File: src/shared/bms_pkg.sv
// bms_pkg: shared constants and carrier structs for the barrier mode/alarm supervisor.
// assumes a single 125 MHz system clock; all panel inputs already synchronous.
package bms_pkg;
    // clock rate and timing figures in their own units
    localparam int CLK_HZ = 125_000_000;
    localparam int TICK_MS = 1000;
    localparam int HORN_S = 3;
    localparam int PRESENCE_S = 15;
    localparam int BACK_LOOP_MS = 500;
    // derived cycle counts
    localparam int TICK_CYC = CLK_HZ / 1000 * TICK_MS;
    localparam int BACK_LOOP_CYC = CLK_HZ / 1000 * BACK_LOOP_MS;
    // horn and persistence counts are in one-second ticks; lamps swap once per tick
    localparam int HORN_TICKS = HORN_S * 1000 / TICK_MS;
    localparam int PRESENCE_TICKS = PRESENCE_S * 1000 / TICK_MS;

    // master panel mode selector encoding
    typedef enum logic [1:0] {
        BMS_MODE_EMERG = 2'b00,
        BMS_MODE_TEST = 2'b01,
        BMS_MODE_LOCAL = 2'b10
    } bms_mode_e;

    // traffic signal states
    typedef enum logic [1:0] {
        BMS_SIG_DARK = 2'b00,
        BMS_SIG_RED = 2'b01,
        BMS_SIG_GREEN = 2'b10
    } bms_sig_e;

    // mode indicator lamps at the panels
    typedef struct packed {
        logic emerg;
        logic test;
        logic local_lamp;
    } bms_mode_lamp_s;

    // fault inputs that raise a red lamp and an alarm
    typedef struct packed {
        logic comm_loss;
        logic tamper;
        logic loop_fault;
        logic power_fault;
    } bms_fault_s;
endpackage : bms_pkg

File: src/rtl/bms_supervisor.sv
// bms_supervisor: mode conflict, out-of-service, return-to-emergency and alarm logic
// for one barrier lane. assumes all inputs synchronous to sys_clk, asynchronous reset.
//
// Overview of operation
// - emergency+local conflict blocks emergency and local
// - that conflict alternates emergency/local lamps, sounds alarm
// - test+local conflict: signal red, test disabled
// - that conflict alternates test/local lamps, sounds alarm
// - out-of-service locks out all barrier functions
// - out-of-service alternates open/closed lamps each second
// - out-of-service in local/test: red, pavement lights
// - out-of-service in emergency: signal dark, locked
// - switch inactive leaves controls normal
// - return to emergency, all open: dark, pavement off
// - return with barrier closed: stay red, trouble alarm
// - that case flashes emergency and open lamps
// - back loop delayed half a second
// - silence mutes horn only, new alarms resound, except a fault while another fault already stands
// - emergency operate button sounds alarm
// - overspeed or wrong-way sounds three seconds
// - presence lamp now, alarm after persistence period
// - entering out-of-service sounds three seconds
// - power/loop faults raise alarm with lamp
// - communication loss raises alarm and lamp
// - tamper switch raises alarm and lamp
// - local horn silenceable, only in local mode
// - beacons on at close command until green
`timescale 1ns/10ps
module bms_supervisor #(
    parameter int TICK_CYCLES = bms_pkg::TICK_CYC,
    parameter int BACK_CYCLES = bms_pkg::BACK_LOOP_CYC,
    parameter int PRESENCE_TICKS = bms_pkg::PRESENCE_TICKS
) (
    input wire logic sys_clk,
    input wire logic rst,
    input wire bms_pkg::bms_mode_e master_mode,
    input wire logic local_sel,
    input wire logic out_of_service,
    input wire logic barrier_open,
    input wire logic all_dir_open,
    input wire logic test_open_cmd,
    input wire logic test_close_cmd,
    input wire logic local_open_cmd,
    input wire logic local_close_cmd,
    input wire logic emergency_fast_operate,
    input wire logic overspeed,
    input wire logic wrong_way,
    input wire logic front_loop,
    input wire logic back_loop,
    input wire bms_pkg::bms_fault_s faults,
    input wire logic silence_btn,
    input wire logic local_silence_btn,
    input wire logic green_req,
    output bms_pkg::bms_mode_lamp_s mode_lamps,
    output bms_pkg::bms_sig_e signal_state,
    output logic pavement_on,
    output logic open_lamp,
    output logic closed_lamp,
    output logic presence_lamp,
    output bms_pkg::bms_fault_s fault_lamps,
    output logic trouble_alarm,
    output logic horn,
    output logic local_horn,
    output logic beacons_on,
    output logic emergency_enable,
    output logic barrier_open_cmd,
    output logic barrier_close_cmd,
    output logic loop_occupied
);
    localparam int TW = $clog2(TICK_CYCLES + 1);
    localparam int BW = $clog2(BACK_CYCLES + 1);
    localparam int VW = $clog2(PRESENCE_TICKS + 1);
    localparam int HW = $clog2(bms_pkg::HORN_TICKS + 1);

    // common tick and flash phase
    logic [TW-1:0] tick_cnt_reg, tick_cnt_next;
    logic tick_reg, tick_next;
    logic phase_reg, phase_next;
    // timers and edge memories
    logic [BW-1:0] back_cnt_reg, back_cnt_next;
    logic [VW-1:0] pres_cnt_reg, pres_cnt_next;
    logic [HW-1:0] pulse_cnt_reg, pulse_cnt_next;
    logic oos_d_reg, pf_d_reg;
    logic [1:0] ev_d_reg;
    logic [5:0] cond_d_reg;
    logic muted_reg, muted_next;
    logic lmuted_reg, lmuted_next;
    logic beacon_reg, beacon_next;
    logic red_reg, red_next;
    // output flops
    bms_pkg::bms_mode_lamp_s lamps_next;
    bms_pkg::bms_sig_e sig_next;
    logic pav_next, open_l_next, closed_l_next, pres_l_next, trouble_next;
    logic horn_next, lhorn_next, emerg_en_next, ocmd_next, ccmd_next, occ_next;

    // decoded conditions
    logic in_local, conf_el, conf_tl, oos_rise, event_rise, pulse_start;
    logic back_ok, pres_alarm, ret_bad, close_cmd, any_fault;
    logic [5:0] cond_now;

    always_comb begin
        in_local = local_sel;
        conf_el = (master_mode == bms_pkg::BMS_MODE_EMERG) && in_local;
        conf_tl = (master_mode == bms_pkg::BMS_MODE_TEST) && in_local;
        oos_rise = out_of_service && !oos_d_reg;
        event_rise = (overspeed && !ev_d_reg[0]) || (wrong_way && !ev_d_reg[1]);
        pulse_start = oos_rise || event_rise;
        back_ok = (back_cnt_reg == BW'(BACK_CYCLES));
        pres_alarm = (pres_cnt_reg == VW'(PRESENCE_TICKS));
        ret_bad = (master_mode == bms_pkg::BMS_MODE_EMERG) && !in_local
                  && !all_dir_open && red_reg;
        any_fault = |faults;
        close_cmd = (emergency_fast_operate && emergency_enable)
                    || ccmd_next;
        cond_now = {conf_el, conf_tl, ret_bad, any_fault, pres_alarm,
                    emergency_fast_operate};
    end

    // tick generator: lamps swap once per tick, about once a second
    always_comb begin
        tick_next = 1'b0;
        tick_cnt_next = tick_cnt_reg + TW'(1);
        if (tick_cnt_reg == TW'(TICK_CYCLES - 1)) begin
            tick_cnt_next = '0;
            tick_next = 1'b1;
        end
        phase_next = tick_reg ? !phase_reg : phase_reg;
    end

    // timers: back loop settle, presence persistence, three second pulse
    always_comb begin
        back_cnt_next = !back_loop ? '0 : (back_ok ? back_cnt_reg : back_cnt_reg + BW'(1));
        pres_cnt_next = pres_cnt_reg;
        if (!(front_loop || back_loop)) begin
            pres_cnt_next = '0;
        end else if (tick_reg && !pres_alarm) begin
            pres_cnt_next = pres_cnt_reg + VW'(1);
        end
        pulse_cnt_next = pulse_cnt_reg;
        if (pulse_start) begin
            pulse_cnt_next = HW'(bms_pkg::HORN_TICKS);
        end else if (tick_reg && pulse_cnt_reg != '0) begin
            pulse_cnt_next = pulse_cnt_reg - HW'(1);
        end
    end

    // operating commands, signals and lamps
    always_comb begin
        emerg_en_next = (master_mode == bms_pkg::BMS_MODE_EMERG) && !in_local
                        && !out_of_service;
        ocmd_next = 1'b0;
        ccmd_next = 1'b0;
        if (!out_of_service && !conf_el && !conf_tl) begin
            if (master_mode == bms_pkg::BMS_MODE_TEST) begin
                ocmd_next = test_open_cmd;
                ccmd_next = test_close_cmd;
            end else if (master_mode == bms_pkg::BMS_MODE_LOCAL && in_local) begin
                ocmd_next = local_open_cmd;
                ccmd_next = local_close_cmd;
            end
        end
        occ_next = front_loop || back_ok;
        // red latch: non-emergency modes go red, emergency returns dark only when clear
        red_next = red_reg;
        if (master_mode != bms_pkg::BMS_MODE_EMERG || in_local) begin
            red_next = 1'b1;
        end else if (all_dir_open) begin
            red_next = 1'b0;
        end
        if (out_of_service && master_mode == bms_pkg::BMS_MODE_EMERG && !in_local) begin
            sig_next = bms_pkg::BMS_SIG_DARK;
        end else if (red_next || out_of_service) begin
            sig_next = bms_pkg::BMS_SIG_RED;
        end else if (green_req) begin
            sig_next = bms_pkg::BMS_SIG_GREEN;
        end else begin
            sig_next = bms_pkg::BMS_SIG_DARK;
        end
        pav_next = (sig_next == bms_pkg::BMS_SIG_RED);
        trouble_next = ret_bad;
        // position lamps: alternate under out-of-service, flash open on bad return
        open_l_next = barrier_open;
        closed_l_next = !barrier_open;
        if (out_of_service) begin
            open_l_next = phase_reg;
            closed_l_next = !phase_reg;
        end else if (ret_bad) begin
            open_l_next = phase_reg;
        end
        lamps_next.emerg = (master_mode == bms_pkg::BMS_MODE_EMERG);
        lamps_next.test = (master_mode == bms_pkg::BMS_MODE_TEST);
        lamps_next.local_lamp = in_local;
        if (conf_el) begin
            lamps_next.emerg = phase_reg;
            lamps_next.local_lamp = !phase_reg;
        end else if (conf_tl) begin
            lamps_next.test = phase_reg;
            lamps_next.local_lamp = !phase_reg;
        end else if (ret_bad) begin
            lamps_next.emerg = phase_reg;
        end
        pres_l_next = front_loop || back_loop;
        // beacons latch on a close command, drop only at green
        beacon_next = beacon_reg;
        if (close_cmd) begin
            beacon_next = 1'b1;
        end else if (signal_state == bms_pkg::BMS_SIG_GREEN) begin
            beacon_next = 1'b0;
        end
    end

    // horns: silence mutes until a new condition rises
    always_comb begin
        muted_next = muted_reg;
        if ((|(cond_now & ~cond_d_reg)) || pulse_start) begin
            muted_next = 1'b0; // new condition wins over silence
        end else if (silence_btn) begin
            muted_next = 1'b1;
        end
        horn_next = !muted_next && ((|cond_now) || pulse_cnt_next != '0);
        lmuted_next = lmuted_reg;
        if (faults.power_fault && !pf_d_reg) begin // own edge, not any fault
            lmuted_next = 1'b0;
        end else if (local_silence_btn) begin
            lmuted_next = 1'b1;
        end
        lhorn_next = in_local && !lmuted_next && faults.power_fault;
    end

    always_ff @(posedge sys_clk or posedge rst) begin
        if (rst) begin
            tick_cnt_reg <= '0;
            tick_reg <= 1'b0;
            phase_reg <= 1'b0;
            back_cnt_reg <= '0;
            pres_cnt_reg <= '0;
            pulse_cnt_reg <= '0;
            oos_d_reg <= 1'b0;
            pf_d_reg <= 1'b0;
            ev_d_reg <= '0;
            cond_d_reg <= '0;
            muted_reg <= 1'b0;
            lmuted_reg <= 1'b0;
            beacon_reg <= 1'b0;
            red_reg <= 1'b1;
            mode_lamps <= '0;
            signal_state <= bms_pkg::BMS_SIG_RED;
            pavement_on <= 1'b1; // lit with the red reset signal
            open_lamp <= 1'b0;
            closed_lamp <= 1'b0;
            presence_lamp <= 1'b0;
            fault_lamps <= '0;
            trouble_alarm <= 1'b0;
            horn <= 1'b0;
            local_horn <= 1'b0;
            beacons_on <= 1'b0;
            emergency_enable <= 1'b0;
            barrier_open_cmd <= 1'b0;
            barrier_close_cmd <= 1'b0;
            loop_occupied <= 1'b0;
        end else begin
            tick_cnt_reg <= tick_cnt_next;
            tick_reg <= tick_next;
            phase_reg <= phase_next;
            back_cnt_reg <= back_cnt_next;
            pres_cnt_reg <= pres_cnt_next;
            pulse_cnt_reg <= pulse_cnt_next;
            oos_d_reg <= out_of_service;
            pf_d_reg <= faults.power_fault;
            ev_d_reg <= {wrong_way, overspeed};
            cond_d_reg <= cond_now;
            muted_reg <= muted_next;
            lmuted_reg <= lmuted_next;
            beacon_reg <= beacon_next;
            red_reg <= red_next;
            mode_lamps <= lamps_next;
            signal_state <= sig_next;
            pavement_on <= pav_next;
            open_lamp <= open_l_next;
            closed_lamp <= closed_l_next;
            presence_lamp <= pres_l_next;
            fault_lamps <= faults;
            trouble_alarm <= trouble_next;
            horn <= horn_next;
            local_horn <= lhorn_next;
            beacons_on <= beacon_next;
            emergency_enable <= emerg_en_next;
            barrier_open_cmd <= ocmd_next;
            barrier_close_cmd <= ccmd_next;
            loop_occupied <= occ_next;
        end
    end
endmodule : bms_supervisor

File: config.mk
export PLATFORM = sky130hd
export DESIGN_NAME = bms_supervisor
export DESIGN_NICKNAME = d
export VERILOG_FILES = /design/src/shared/bms_pkg.sv /design/src/rtl/bms_supervisor.sv
export SDC_FILE = /design/constraint.sdc
export NUM_CORES = 1
export LEC_CHECK = 0
export BUFFER_PORTS_ARGS = -buffer_cell sky130_fd_sc_hd__buf_2
export CAP_MARGIN = 20
export CORE_AREA = 2 2 97 99
export CTS_BUF_LIST = sky130_fd_sc_hd__clkbuf_16
export CTS_CLUSTER_SIZE = 12
export DETAILED_ROUTE_END_ITERATION = 16
export DIE_AREA = 0 0 99 101
export PLACE_DENSITY = 0.66
export SETUP_SLACK_MARGIN = 0.05
export SLEW_MARGIN = 10
export SYNTH_ARGS = -nofsm -noshare
export SYNTH_HDL_FRONTEND = slang
export SYNTH_SLANG_ARGS = --single-unit
File: constraint.sdc
create_clock -name sys_clk -period 2.72 [get_ports sys_clk]
set_input_delay 0.408 -clock sys_clk [delete_from_list [all_inputs] [get_ports sys_clk]]
set_output_delay 0.408 -clock sys_clk [all_outputs]
set_load 0.1 [all_outputs]
# After elaboration in Yosys (flattened, before gate mapping)
# Cells that the tools add are included.
[totals]
inputBits = 24
word_cells = 133
reg_bits = 94
output_inout_bits = 21
[op_classes]
n_eq_ne = 9
n_addsub = 4
n_mux = 34
bitwise = 2
reduce_logical = 52
[op_table]
columns = ["operator", "n"]
rows = [
  ["$mux W26", 2],
  ["$add A27 B1 Y27 const B", 1],
  ["$eq A27 B27 Y1 const B", 1],
  ["$mux W27", 1],
  ["$add A26 B1 Y26 const B", 1],
  ["$eq A26 B26 Y1 const B", 1],
  ["$mux W1", 23],
  ["$logic_and A1 B1 Y1", 21],
  ["$logic_not A1 Y1", 14],
  ["$mux W2", 6],
  ["$logic_or A1 B1 Y1", 9],
  ["$reduce_or A9 Y1", 1],
  ["$mux W4", 2],
  ["$reduce_bool A2 Y1", 4],
  ["$and A6 B6 Y6", 1],
  ["$not A6 Y6", 1],
  ["$reduce_or A6 Y1", 1],
  ["$add A4 B1 Y4 const B", 1],
  ["$eq A2 B1 Y1 const B", 2],
  ["$eq A2 B2 Y1 const B", 2],
  ["$eq A4 B4 Y1 const B", 1],
  ["$reduce_or A4 Y1", 1],
  ["$logic_not A2 Y1", 1],
  ["$ne A2 B1 Y1 const B", 1],
  ["2 further kinds", 2],
]

# Longest topological paths before layout
[depth]
ltp_word = 10
mapped_depth = 7
depth_no_buf = 7

# Least setup slack after synthesis
# Ideal clock, no wire load.
[synth_timing]
path_type = "input-to-reg"
start = "input port out_of_service"
end = "register horn"
setup_ps = 153
n_path_buf = 1
arrival_ps = 1465
required_ps = 2567
slack_ps = 1102
stages = 5
cell_sequence = "clkbuf_1 -> a222oi_1 -> o211ai_1 -> nor3b_1 -> a41oi_1"
[synth_between]
elab_chain_len = 6
elab_cells_between_ends = 9
classes_between = "mux: 2; reduce/logical: 7"
[synth_lines]
columns = ["item", "line_no", "rtl"]
rows = [
  ["start, declared", "bms_supervisor.sv:38", "input wire logic out_of_service,"],
  ["$logic_and A1 B1 Y1", "bms_supervisor.sv:105", "oos_rise = out_of_service && !oos_d_reg;"],
  ["$logic_or A1 B1 Y1", "bms_supervisor.sv:107", "pulse_start = oos_rise || event_rise;"],
  ["$mux W2", "bms_supervisor.sv:140", "if (pulse_start) begin"],
  ["net pulse_cnt_next[1]", "bms_supervisor.sv:82", "logic [HW-1:0] pulse_cnt_reg, pulse_cnt_next;"],
  ["$reduce_bool A2 Y1", "bms_supervisor.sv:220", "horn_next = !muted_next && ((|cond_now) || pulse_cnt_next != '0);"],
  ["$logic_or A1 B1 Y1", "bms_supervisor.sv:220", ""],
  ["$logic_and A1 B1 Y1", "bms_supervisor.sv:220", ""],
  ["net horn_next", "bms_supervisor.sv:94", "logic horn_next, lhorn_next, emerg_en_next, ocmd_next, ccmd_next, occ_next;"],
  ["end signal, assigned", "bms_supervisor.sv:284", "horn <= horn_next;"],
  ["end, declared", "bms_supervisor.sv:62", "output logic horn,"],
]
# The timed path passes the listed nets, and every way through them passes these cells.
# A chain may end at the register's enable or synchronous reset.

# Final worst setup path
[layout_timing]
start = "register tick_cnt_reg[8]"
end = "register tick_cnt_reg[20]"
[layout_between]
elab_chain_len = 2
elab_cells_between_ends = 3
classes_between = "add/sub: 1; eq/ne: 1; mux: 1"
[layout_lines]
columns = ["item", "line_no", "rtl"]
rows = [
  ["start, declared", "bms_supervisor.sv:76", "logic [TW-1:0] tick_cnt_reg, tick_cnt_next;"],
  ["start signal, assigned", "bms_supervisor.sv:262", "tick_cnt_reg <= tick_cnt_next;"],
  ["$add A27 B1 Y27 / $eq A27 B27 Y1 (equally long branches)", "bms_supervisor.sv:122, bms_supervisor.sv:123", ""],
  ["$mux W27 *", "bms_supervisor.sv:123", "if (tick_cnt_reg == TW'(TICK_CYCLES - 1)) begin"],
  ["net tick_cnt_next[20]", "bms_supervisor.sv:76", ""],
]
# Mark *: on every way through the listed nets, which the timed path passes. The rest lies on a longest branch.

==> out/qor.csv <==
stage;metric;value;unit
logic_synthesis;Synth Flop Type;dfrtp_1;
timing;Layout Skew;0.00795;ns
power_and_ir_drop;pwr dens;584;nW/um^2
clocking;setup repair bufs after CTS;0;
worst_setup_path;Critical Path AT;2.14;ns
logic_synthesis;Syn Nets;421;
layout;final net count;471;
placed_design;DP HPWL;5650;um
power_and_ir_drop;peak supply drop;395;uV
routing;WL final;8120;um
worst_setup_path;critical-path cell with the highest stage delay;nor3_4;
layout;Layout fillers;793;
global_routing;largest net degree at the start of global routing;57;
global_routing;Tot GR Track Use;17.4;%
worst_setup_path;R2R depth;5;
routing;# DRC;0;
global_routing;initial antenna violation count;0;
timing;Final Critical Period;1.95;ns
timing;Final Max Slew Viols;0;
placed_design;routability cong.;0.872;
clocking;clock sinks;93;
power_and_ir_drop;Lkg Pwr;2.25;nW
logic_synthesis;Ys Warns;0;
routing;met1 wire length;3790;um
layout;P&R area growth vs syn;15.1;%
worst_setup_path;Worst Setup SP;tick_cnt_reg[8];
layout;number of flip-flops in the largest register;27;
worst_setup_path;critical path required time;2.91;ns
clocking;post_cts resized;0;
hold_path;worst hold-check path type;in2async;
floorplan;Core Area;8980;um^2
clocking;CTS Buf Count;9;
global_routing;GRT overflow;0;
floorplan;IO Pins;45;
worst_setup_path;cell-by-cell trace of the critical path;nor2b_1 > nor4b_1 > nand3_1 > nor3_4 > nor2_1;
logic_synthesis;Post-synth EDFFs;0;
timing;RSZ-0062 raised after global routing;false;
layout;layout cell share with drive strength beyond 1;17.0;%
routing;Via density;5.33;
clocking;maximum root-to-sink buffer count;2;
worst_setup_path;Setup crit start kind;flop;
layout;antenna cells;0;
routing;DR WL met3;314;um
worst_setup_path;r2r setup slk;0.77;ns
global_routing;vias in the first global route;2992;
routing;drt first pass iters;4;
worst_setup_path;crit path kind;reg2reg;
timing;Worst slew margin;53.3;%
logic_synthesis;Synth Area per Inst;10.8;um^2
power_and_ir_drop;Power Total;2.84;mW
clocking;clk_lat worst skew;0.34;ns
floorplan;num rows;35;
layout;Final Cell Area;4850;um^2
global_routing;first-pass GRT wire length;14100;um
routing;vias after detailed routing;2972;
timing;Fin. Hold Viols;0;
clocking;Clock Tree Root;clkbuf_16;
clocking;CTS tree;yes;
routing;Final ANT Viol Nets;0;
placed_design;port buffer count;44;
logic_synthesis;Synth Instances;392;
floorplan;die height;101;um
floorplan;Die Area;10000;um^2
timing;fin crit share;71.7;%
worst_setup_path;CP max stage delay;0.61;ns
routing;Iter 0 DRT Violations;78;
worst_setup_path;worst-path fanout max;16;
worst_setup_path;RR Endpoint;tick_cnt_reg[20];
floorplan;chip width;99;um
clocking;Post-CTS Hold Buffers;0;
timing;final setup violation count;0;
worst_setup_path;CP Capture Type;flop;
logic_synthesis;share of the yosys chip area belonging to registers;55.3;%
logic_synthesis;Post-synth ARST share;100;%
logic_synthesis;mapped cell area;4220;um^2
timing;setup_tns;0;ns
placed_design;Cell Area, Placed;4560;um^2
clocking;clock slew at reported path FFs;0.07;ns
timing;Worst Max-Slew Pin Slew;0.696;ns
floorplan;Starting Density;47.0;%
timing;Final Worst Setup Slack;0.771;ns
logic_synthesis;Yosys cell types;50;
worst_setup_path;r2r startpoint;tick_cnt_reg[8];
logic_synthesis;number of synthesized register bits;93;
placed_design;DP Worst Slack;0.760;ns
job;MaxCap Viol Count;0;
routing;wire per inst;14.6;um
routing;DR top layer;met4;
clocking;Max H-tree Level;3;
status;status;finished clean;
timing;Max Freq;0.513;GHz
routing;met2 wire len;3860;um
-- per-stage QoR --
stage | std cells | hold WS (ns) | utilization [%]
final | 558 | 0.0743 | 54.1
after global routing | 558 | 0.101 | 54.1
after CTS | 558 | 0.0766 | 54.1
after detailed placement | 542 | 0.442 | 50.8
after global placement | 542 | 0.438 | 50.8
after floorplan | 392 | 0.429 | -
-- routing by layer --
layer / global-route usage (%) / up-vias
met5: 0 / -
met4: 6.32 / 0
met2: 27.7 / 56
li1: - / 1442
met1: 23.7 / 1458
met3: 3.61 / 16
-- power breakdown --
group / leakage [nW] / switching (mW) / internal, mW / total (mW)
Clock: 0.143 / 0.560 / 0.641 / 1.20
Combinational: 0.899 / 0.169 / 0.0462 / 0.215
Sequential: 1.21 / 0.0121 / 1.41 / 1.42
Total: 2.25 / 0.741 / 2.09 / 2.84
-- cells by family after synthesis --
family / after synthesis / share of synthesized area, %
XOR/XNOR: 50 / 10.4
AND/OR/NAND/NOR: 195 / 26.0
buffers and inverters: 25 / 2.67
flip-flops: 93 / 55.3
multiplexers: 3 / 0.742
adder cells (fa/ha/maj): 5 / 1.48
AO/OA/AOI/OAI: 21 / 3.44
-- worst max-delay path: cells and delay by family (launching register included) --
| family | cells | cell delay, ns |
|---|---|---|
| flip-flops | 1 | 0.44 |
| AND/OR/NAND/NOR | 5 | 1.36 |
-- final cells by class --
type,count,area [um^2],area share (%)
sequential,93,2330,48.0
multi-input combinational,274,1770,36.5
timing repair buffer,47,255,5.26
clock buffer,9,225,4.64
tap,111,139,2.86
inverter,17,67.6,1.39
clock inverter,7,63.8,1.31
-- synthesized netlist by cell type (all sizes together) (2+ instances only) --
cell type | instances | area, um^2
a21oi | 4 | 20.0
a32oi | 2 | 17.5
and2 | 25 | 156
and3 | 7 | 43.8
and4 | 4 | 35.0
buf | 3 | 30.0
clkbuf | 5 | 18.8
dfrtp | 90 | 2250
dfstp | 3 | 78.8
ha | 5 | 62.6
inv | 17 | 63.8
mux2i | 2 | 20.0
nand2 | 27 | 109
nand2b | 6 | 37.5
nand3 | 32 | 165
nand4 | 17 | 113
nor2 | 35 | 131
nor2b | 6 | 37.5
nor3 | 13 | 92.6
nor3b | 6 | 45.0
nor4 | 7 | 50.1
nor4b | 2 | 17.5
o211ai | 2 | 15.0
o21ai | 5 | 25.0
xnor2 | 28 | 245
xor2 | 22 | 193
-- worst max path at each step --
| stage | end | slack [ns] | cells past startpoint |
|---|---|---|---|
| floorplan | horn | 1.10 | 5 |
| global placement | horn | 0.81 | 5 |
| detailed placement | tick_cnt_reg[3] | 0.76 | 5 |
| CTS | tick_cnt_reg[25] | 0.77 | 5 |
| global route | tick_cnt_reg[25] | 0.60 | 5 |
| finish | tick_cnt_reg[20] | 0.77 | 5 |
-- placed cells by master (no fill, tap or decap), types with 2 or more instances in the layout --
cell,netlist,routed
o21ai_0,5,5
nor3_4,2,2
and2_1,25,25
nor4_1,6,6
nor2_1,35,35
ha_1,5,5
nor3b_1,6,6
and4_1,4,4
inv_6,0,3
dfrtp_1,90,90
nand3_1,31,31
mux2i_1,2,2
inv_1,17,16
clkinv_4,0,3
buf_2,0,44
nor2b_1,6,6
nor3_1,10,10
and3_1,7,7
clkbuf_16,0,9
nor4b_1,2,2
o211ai_1,2,2
a32oi_1,2,2
a21oi_1,4,4
xor2_1,22,22
xnor2_1,28,28
nand2b_1,6,6
nand4_1,16,16
nand2_1,26,26
buf_4,1,2
dfstp_2,3,3
No activity file was read; power rests on OpenSTA's default activity.
